## config.mk

```make
export PLATFORM = sky130hd
export DESIGN_NAME = crf_core_regs
export DESIGN_NICKNAME = d
export VERILOG_FILES = /design/src/hdl/crf_pkg.sv /design/src/hdl/crf_read_port.sv /design/src/hdl/crf_core_regs.sv
export SDC_FILE = /design/constraint.sdc
export NUM_CORES = 2
export LEC_CHECK = 0
export BUFFER_PORTS_ARGS = -buffer_cell sky130_fd_sc_hd__buf_2
export CAP_MARGIN = 10
export CORE_UTILIZATION = 40
export DETAILED_ROUTE_END_ITERATION = 8
export MAX_ROUTING_LAYER = met4
export PLACE_DENSITY = 0.64
export SYNTH_ARGS = -nofsm -noshare
export SYNTH_HDL_FRONTEND = slang
export SYNTH_SLANG_ARGS = --single-unit
```

## constraint.sdc

```tcl
create_clock -name clk_sys -period 6.15 [get_ports clk_sys]
set_input_delay 0.3075 -clock clk_sys [delete_from_list [all_inputs] [get_ports clk_sys]]
set_output_delay 0.3075 -clock clk_sys [all_outputs]
set_load 0.01 [all_outputs]
```

## src/hdl/crf_pkg.sv

```systemverilog
// Constants and types shared by the architectural register file
package crf_pkg;

  // Data widths and register counts
  localparam int CRF_NREG = 16;
  localparam int CRF_DW = 32;
  localparam int CRF_WW = 16;
  localparam int CRF_BW = 8;

  // General register indices with a fixed role
  localparam logic [3:0] CRF_IDX_R0 = 4'h0;
  localparam logic [3:0] CRF_IDX_R1 = 4'h1;
  localparam logic [3:0] CRF_IDX_R2 = 4'h2;
  localparam logic [3:0] CRF_IDX_R11 = 4'hB;
  localparam logic [3:0] CRF_IDX_R12 = 4'hC;
  localparam logic [3:0] CRF_IDX_R13 = 4'hD;
  localparam logic [3:0] CRF_IDX_RET = 4'hE;
  localparam logic [3:0] CRF_IDX_SP = 4'hF;

  // Address space: 24 significant bits, instructions and pointers even
  localparam logic [31:0] CRF_ADDR_MASK = 32'h00FF_FFFF;
  localparam logic [31:0] CRF_PTR_MASK = 32'h00FF_FFFE;
  localparam logic [31:0] CRF_PC_RESET = 32'h0000_0000;

  // Status word bit positions
  localparam int CRF_PSW_C = 0;
  localparam int CRF_PSW_T = 1;
  localparam int CRF_PSW_L = 2;
  localparam int CRF_PSW_U = 3;
  localparam int CRF_PSW_F = 5;
  localparam int CRF_PSW_Z = 6;
  localparam int CRF_PSW_N = 7;
  localparam int CRF_PSW_E = 9;
  localparam int CRF_PSW_P = 10;
  localparam int CRF_PSW_I = 11;

  // Writable status bits, value after reset, bits kept over a core reset
  localparam logic [15:0] CRF_PSW_WMASK = 16'h0EEF;
  localparam logic [15:0] CRF_PSW_RESET = 16'h0200;
  localparam logic [15:0] CRF_PSW_KEEP = 16'hF000;

  // Operand size of a general register access
  typedef enum logic [1:0] {
    CRF_SZ_BYTE,
    CRF_SZ_WORD,
    CRF_SZ_DWORD
  } crf_size_t;

  // Processor register selector; other codes are not implemented
  typedef enum logic [2:0] {
    CRF_PR_STATUS,
    CRF_PR_EXC_SP,
    CRF_PR_USER_SP,
    CRF_PR_DISPATCH,
    CRF_PR_NONE
  } crf_preg_t;

endpackage

```

## src/hdl/crf_read_port.sv

```systemverilog
// Operand read port: pairing, size selection and extension
`timescale 1ns/1ps
module crf_read_port
  import crf_pkg::*;
(
  // Register array
  input wire logic [CRF_NREG-1:0][CRF_DW-1:0] gpr,
  input wire logic short_register_select,
  // Request
  input wire logic [3:0] idx,
  input wire crf_size_t size,
  input wire logic sign_ext,
  // Result
  output logic [CRF_DW-1:0] data
);

  logic [3:0] idx_hi;
  logic [CRF_WW-1:0] lo_w;
  logic [CRF_BW-1:0] lo_b;

  assign idx_hi = idx + 4'h1;
  assign lo_w = gpr[idx][CRF_WW-1:0];
  assign lo_b = gpr[idx][CRF_BW-1:0];

  always_comb
  begin
    data = '0;
    case (size)
      CRF_SZ_BYTE:
        data = {{(CRF_DW-CRF_BW){sign_ext & lo_b[CRF_BW-1]}}, lo_b};
      CRF_SZ_WORD:
        data = {{(CRF_DW-CRF_WW){sign_ext & lo_w[CRF_WW-1]}}, lo_w};
      default:
      begin
        if (idx == CRF_IDX_SP)
          data = gpr[idx];
        else if (!short_register_select && idx >= CRF_IDX_R12)
          data = gpr[idx];
        else if (idx == CRF_IDX_RET)
          data = {{(CRF_DW-CRF_WW){1'b0}}, lo_w};
        else
          data = {gpr[idx_hi][CRF_WW-1:0], lo_w};
      end
    endcase
  end

endmodule

```

## src/hdl/crf_core_regs.sv

```systemverilog
// Architectural register set of the processor core
`timescale 1ns/1ps
// Behaviour
// - Program counter, exception stack pointer and dispatch base keep only 24 significant address bits.
// - Little-endian: byte lane zero of any value is its lowest address.
// - Byte, word and double-word operands, signed or unsigned extension.
// - A boolean operand is judged by its lowest bit alone.
// - Reading an unimplemented processor register returns zero.
// - Sixteen general registers, used alone or paired for 32-bit values.
// - Short mode pairs adjacent low halves; top low pair aliases return address.
// - Long mode: R12, R13, return address and stack pointer are 32 bits.
// - Byte operations touch only the low byte of a register.
// - Word operations on a pair use only the lower register.
// - Program counter is always even.
// - Reset loads the program counter with a fixed start address.
// - Reset copies the old program counter into R1 and R0.
// - Exception stack pointer keeps top eight bits and bit zero at zero.
// - Exception stack pointer moves only on exception entry, return, init.
// - Push or pop with user stack above 24-bit range raises a trap.
// - Dispatch base keeps top eight bits and bit zero at zero.
// - Status word layout I,P,E,N,Z,F,U,L,T,C at their fixed bits.
// - Reset clears status bits 0-11 but sets E, old status into R2.
// - Status bits 4 and 8 always read zero.
module crf_core_regs
  import crf_pkg::*;
(
  // Clock and resets
  input wire logic clk_sys,
  input wire logic arst_n,
  input wire logic core_reset,
  // Mode
  input wire logic short_register_select,
  // Operand read port A
  input wire logic [3:0] rd_a_idx,
  input wire crf_size_t rd_a_size,
  input wire logic rd_a_signed,
  // Operand read port B
  input wire logic [3:0] rd_b_idx,
  input wire crf_size_t rd_b_size,
  input wire logic rd_b_signed,
  // Operand write port
  input wire logic wr_en,
  input wire logic [3:0] wr_idx,
  input wire crf_size_t wr_size,
  input wire logic [CRF_DW-1:0] wr_data,
  // Program counter load
  input wire logic pc_load,
  input wire logic [CRF_DW-1:0] pc_value,
  // Processor register access
  input wire logic preg_rd,
  input wire logic preg_wr,
  input wire crf_preg_t preg_sel,
  input wire logic [CRF_DW-1:0] preg_wdata,
  // Exception stack movement in bytes
  input wire logic exc_push,
  input wire logic exc_pop,
  input wire logic [4:0] exc_bytes,
  // User stack modifying instruction
  input wire logic stack_op,
  // Operand results, one cycle after the request
  output logic [CRF_DW-1:0] rd_a_data,
  output logic [CRF_DW-1:0] rd_b_data,
  output logic rd_a_bool,
  output logic [CRF_DW-1:0] preg_rdata,
  // Architectural state
  output logic [CRF_DW-1:0] pc,
  output logic [CRF_WW-1:0] processor_status_word,
  output logic [CRF_DW-1:0] exception_stack_pointer,
  output logic [CRF_DW-1:0] dispatch_table_base,
  output logic user_mode,
  output logic illegal_address_trap,
  output logic preg_refused
);

  typedef struct packed {
    logic [CRF_NREG-1:0][CRF_DW-1:0] gpr;
    logic [CRF_DW-1:0] pc;
    logic [CRF_WW-1:0] psw;
    logic [CRF_DW-1:0] esp;
    logic [CRF_DW-1:0] user_stack_pointer;
    logic [CRF_DW-1:0] dtb;
    logic [CRF_DW-1:0] rd_a;
    logic [CRF_DW-1:0] rd_b;
    logic rd_a_bool;
    logic [CRF_DW-1:0] preg_rdata;
    logic trap;
    logic refused;
  } crf_state_t;

  localparam crf_state_t CRF_STATE_RESET = '{
    gpr: '0,
    pc: CRF_PC_RESET,
    psw: CRF_PSW_RESET,
    esp: '0,
    user_stack_pointer: '0,
    dtb: '0,
    rd_a: '0,
    rd_b: '0,
    rd_a_bool: 1'b0,
    preg_rdata: '0,
    trap: 1'b0,
    refused: 1'b0
  };

  crf_state_t st_q;
  crf_state_t st_d;
  logic [CRF_DW-1:0] port_a;
  logic [CRF_DW-1:0] port_b;
  logic [3:0] wr_hi;
  logic wide_reg;
  logic [CRF_DW-1:0] esp_step;

  crf_read_port u_port_a (
    .gpr(st_q.gpr),
    .short_register_select(short_register_select),
    .idx(rd_a_idx),
    .size(rd_a_size),
    .sign_ext(rd_a_signed),
    .data(port_a)
  );

  crf_read_port u_port_b (
    .gpr(st_q.gpr),
    .short_register_select(short_register_select),
    .idx(rd_b_idx),
    .size(rd_b_size),
    .sign_ext(rd_b_signed),
    .data(port_b)
  );

  assign wr_hi = wr_idx + 4'h1;
  // Registers that hold a whole double word by themselves
  assign wide_reg = (wr_idx == CRF_IDX_SP) ||
    (!short_register_select && wr_idx >= CRF_IDX_R12);
  assign esp_step = {{(CRF_DW-5){1'b0}}, exc_bytes};

  always_comb
  begin
    st_d = st_q;

    // Operand reads, lane zero is the lowest memory byte
    st_d.rd_a = port_a;
    st_d.rd_b = port_b;
    st_d.rd_a_bool = port_a[0];

    // Operand write
    if (wr_en)
    begin
      case (wr_size)
        CRF_SZ_BYTE:
          st_d.gpr[wr_idx][CRF_BW-1:0] = wr_data[CRF_BW-1:0];
        CRF_SZ_WORD:
          st_d.gpr[wr_idx][CRF_WW-1:0] = wr_data[CRF_WW-1:0];
        default:
        begin
          if (wide_reg)
            st_d.gpr[wr_idx] = wr_data;
          else if (wr_idx == CRF_IDX_RET)
            st_d.gpr[wr_idx][CRF_WW-1:0] = wr_data[CRF_WW-1:0];
          else
          begin
            st_d.gpr[wr_idx][CRF_WW-1:0] = wr_data[CRF_WW-1:0];
            st_d.gpr[wr_hi][CRF_WW-1:0] = wr_data[CRF_DW-1:CRF_WW];
          end
        end
      endcase
    end

    // Program counter follows the pipeline
    if (pc_load)
      st_d.pc = pc_value & CRF_PTR_MASK;

    // Exception entry moves the stack down, return moves it up
    if (exc_push)
      st_d.esp = (st_q.esp - esp_step) & CRF_PTR_MASK;
    else if (exc_pop)
      st_d.esp = (st_q.esp + esp_step) & CRF_PTR_MASK;

    // Processor register reads
    st_d.refused = 1'b0;
    if (preg_rd)
    begin
      if (preg_sel == CRF_PR_STATUS)
        st_d.preg_rdata = {{(CRF_DW-CRF_WW){1'b0}}, st_q.psw};
      else if (preg_sel == CRF_PR_EXC_SP)
        st_d.preg_rdata = st_q.esp;
      else if (preg_sel == CRF_PR_USER_SP)
        st_d.preg_rdata = st_q.user_stack_pointer;
      else if (preg_sel == CRF_PR_DISPATCH)
        st_d.preg_rdata = st_q.dtb;
      else
        st_d.preg_rdata = '0;
    end

    // Processor register writes are not allowed in user mode
    if (preg_wr && st_q.psw[CRF_PSW_U])
      st_d.refused = 1'b1;
    else if (preg_wr)
    begin
      if (preg_sel == CRF_PR_STATUS)
        st_d.psw = preg_wdata[CRF_WW-1:0] & CRF_PSW_WMASK;
      else if (preg_sel == CRF_PR_EXC_SP)
        st_d.esp = preg_wdata & CRF_PTR_MASK;
      else if (preg_sel == CRF_PR_USER_SP)
        st_d.user_stack_pointer = preg_wdata;
      else if (preg_sel == CRF_PR_DISPATCH)
        st_d.dtb = preg_wdata & CRF_PTR_MASK;
    end

    // User stack beyond the address space traps on push or pop
    st_d.trap = stack_op && ((st_q.user_stack_pointer & ~CRF_ADDR_MASK) != '0);

    // Core reset keeps the previous values in R1:R0 and R2
    if (core_reset)
    begin
      st_d.pc = CRF_PC_RESET;
      st_d.gpr[CRF_IDX_R0] = {{(CRF_DW-CRF_WW){1'b0}}, st_q.pc[CRF_WW-1:0]};
      st_d.gpr[CRF_IDX_R1] = {{(CRF_DW-CRF_WW){1'b0}}, st_q.pc[CRF_DW-1:CRF_WW]};
      st_d.gpr[CRF_IDX_R2] = {{(CRF_DW-CRF_WW){1'b0}}, st_q.psw};
      st_d.psw = (st_q.psw & CRF_PSW_KEEP) | CRF_PSW_RESET;
      st_d.trap = 1'b0;
      st_d.refused = 1'b0;
    end
  end

  always_ff @(posedge clk_sys or negedge arst_n)
  begin
    if (!arst_n)
      st_q <= CRF_STATE_RESET;
    else
      st_q <= st_d;
  end

  assign rd_a_data = st_q.rd_a;
  assign rd_b_data = st_q.rd_b;
  assign rd_a_bool = st_q.rd_a_bool;
  assign preg_rdata = st_q.preg_rdata;
  assign pc = st_q.pc;
  assign processor_status_word = st_q.psw;
  assign exception_stack_pointer = st_q.esp;
  assign dispatch_table_base = st_q.dtb;
  assign user_mode = st_q.psw[CRF_PSW_U];
  assign illegal_address_trap = st_q.trap;
  assign preg_refused = st_q.refused;

endmodule

```

==> results.sh <==
export IMPL_fin_ws_ns=2.955
export IMPL_numCtsBuffers=67
export IMPL_hold_class="input port to flip-flop"
export IMPL_dpl_cell_area_um2=35660
export IMPL_syn_area_um2=34670
export IMPL_port_buffer_count=313
export IMPL_viasPerCell=6.409
export IMPL_core_um2=85550
export IMPL_grt_setup_unrepaired="false"
export IMPL_startpoint="rd_b_idx[0]"
export IMPL_cts_root_buf="clkbuf_16"
export IMPL_power_per_cell_area_nw_per_um2=324.9
export IMPL_clkTransAtPathRegs_ns=0.06
export IMPL_ys_seq_elements=538
export IMPL_wl_um=124600
export IMPL_antenna_found_initial=13
export IMPL_async_reset_ff_share_pct=100.0
export IMPL_layout_commonest_cell="dfrtp_1"
export IMPL_synth_edf_count=0
export IMPL_end_kind="flip-flop"
export IMPL_num_io_pins=347
export IMPL_cts_setup_buffers=0
export IMPL_clk_latency_ns=0.63
export IMPL_synthCells=3220
export IMPL_start_kind="input port"
export IMPL_slew_limit_headroom_pct=18.13
export IMPL_hp_start="rd_b_size[0]"
export IMPL_drt_iter0_markers=3841
export IMPL_max_vdd_ir_drop_uv=225.6
export IMPL_die_w_um=296.4
export IMPL_stdcell_count=4465
export IMPL_finalCritPeriodShare_pct=51.95
export IMPL_crit_slowest_cell="a21oi_1"
export IMPL_final_nets=3410
export IMPL_yosysWarnings=0
export IMPL_grt_pass1_vias=27373
export IMPL_grt_overflow=0
export IMPL_synth_area_top_cells="dfrtp_1 39%, mux4_2 21%, buf_4 4.5%"
export IMPL_dieArea_um2=87850
export IMPL_place_inst=4277
export IMPL_vias=28615
export IMPL_power_uw=12500
export IMPL_dp_slack_ns=2.431
export IMPL_cp_max_fo=64
export IMPL_max_cap_violations=0
export IMPL_layout_common_cells="537 x dfrtp_1, 392 x nand2_1, 324 x mux4_2"
export IMPL_grt_pass1_wl_um=184200
export IMPL_timing_fmax_mhz=313.0
export IMPL_slowest_delay_ns=0.77
export IMPL_die_y_um=296.4
export IMPL_arrival_ns=3.75
export IMPL_dp_hpwl_um=85090
export IMPL_syn_avg_cell_area_um2=10.77
export IMPL_clock_path_buffers=3
export IMPL_tightestPinTransition_ns=1.228
export IMPL_ys_types=77
export IMPL_nFillCells=7912
export IMPL_required_ns=6.71
export IMPL_path_cells="clkbuf_8, buf_4, nand3_1, xor2_1, nand3_1, a21oi_1, or4_4"
export IMPL_maxSlewViolCount=0
export IMPL_worst_path_buf_inv=2
export IMPL_layout_drive_gt1_share_pct=27.85
export IMPL_period_minus_slack_ns=3.195
export IMPL_syn2layout_area_growth_pct=10.99
export IMPL_htree_num_levels=3
export IMPL_worstSetupPathType="input port to flip-flop"
export IMPL_critPathMostFrequentCell="nand3_1"
export IMPL_gp_congestion=1.003
export IMPL_fin_tns_setup_ns=0
export IMPL_setup_viol=0
export IMPL_synth_top_area_cell="dfrtp_1"
export IMPL_routedWlPerCell_um=27.91
export IMPL_cts_resized_gates=0
export IMPL_drtPass1Iterations=6
export IMPL_clock_sinks=538
export IMPL_status="complete, no violations"
export IMPL_design_area_um2=38480
export IMPL_p_leak_uw=0.01640
export IMPL_r2r_start="st_q[418]"
export IMPL_hold_buffers=59
export IMPL_ant_nets=0
export IMPL_yosysSeqAreaShare_pct=38.84
export IMPL_rows=107
export IMPL_synth_top_area_share_pct=38.76
export IMPL_grt_max_degree=157
export IMPL_drc=0
export IMPL_cp_top_family="buffers and inverters"
export IMPL_cts_tree="done"
export IMPL_hold_viol=0
export IMPL_initial_core_util_pct=40.52
export IMPL_synth_flop_cell="dfrtp_1"
export IMPL_finClkSkew_ns=0.04420
export IMPL_grt_total_usage_pct=29.02
[final cells by class]
type,instances,area (um2),area share [%]
clock inverter,21,249.0,0.6471
sequential,538,13460,34.99
timing repair buffer,423,2640,6.862
inverter,72,270.3,0.7024
antenna,10,25.02,0.06504
tap,1144,1431,3.720
clock buffer,98,1954,5.079
multi-input combinational,2159,18440,47.93
[cells in the mapped netlist, drive strengths merged (14+ instances only)]
cell type and n:
clkbuf 180, nand2 392, o221ai 22, a22oi 47, a21oi 233, xor2 16
nor2b 48, nor3 14, mux4 325, nand3 31, dfrtp 537, mux2 148
mux2i 68, or4 29, inv 71, buf 294, o22ai 164, nor2 213
and2 16, nand2b 20, a22o 37, o21ai 171
[worst register-to-register path: cells and delay by family (launching register included)]
kind | cells | cell delay (ns)
AOI/OAI and AO/OA | 3 | 1.16
DFF | 1 | 0.45
and+or+nand+nor | 1 | 0.64
muxes | 1 | 0.53
[cells by family (layout without fill, tap and decap cells)]
| group | after synthesis | in the layout | synth area share, % |
|---|---|---|---|
| AOI/OAI and AO/OA | 737 | 737 | 12.88 |
| DFF | 538 | 538 | 38.84 |
| adders and majority gates | 14 | 14 | 0.5486 |
| xor gates and xnor gates | 28 | 28 | 0.7291 |
| muxes | 541 | 541 | 27.90 |
| other | 1 | 34 | 0.01082 |
| buffers and inverters | 546 | 614 | 8.438 |
| and+or+nand+nor | 815 | 815 | 10.66 |
[final timing paths]
check / end / slack (ns) / depth (start not counted)
setup / recovery: rd_b_data[24] / 2.96 / 7
hold / removal: rd_b_data[10] / 0.03 / 3
setup reg to reg: rd_b_data[17] / 3.21 / 5
hold reg to reg: st_q[151] / 0.48 / 2
max in group asynchronous: processor_status_word[6] / 4.38 / 3
min in group asynchronous: rd_a_data[26] / 0.26 / 2
[per-stage QoR]
step                hold WS [ns]  utilization (%)
global route             0.04835            44.98
detailed placement        0.3517            41.68
CTS                     0.002217            44.95
global placement          0.3561            41.68
finish                   0.02512            44.98
floorplan                0.01191                -
[per-layer routing]
layer	part of all wire [%]	global-route usage [%]	vias to the layer above
met5	0	-	-
met4	3.7	9.907	0
met3	14	10.06	307
met2	45	41.71	1993
met1	38	38.05	14440
li1	-	-	11875
[sequential cells by signal (all words and copies together) (netlist names)]
register and cells:
dispatch_table_base 23, exception_stack_pointer 32, illegal_address_trap 1, pc 23, preg_rdata 32, preg_refused 1
processor_status_word 10, rd_a_data 32, rd_b_data 32, st_q 352
[where the power goes]
part | internal, uW | leakage (uW) | total, uW | switching, uW
Sequential | 4230 | 0.00677 | 5050 | 815
Combinational | 1740 | 0.00856 | 3470 | 1730
Clock | 2310 | 0.00108 | 3980 | 1670
Total | 8280 | 0.0164 | 12500 | 4220
No activity file was read; power rests on OpenSTA's default activity.
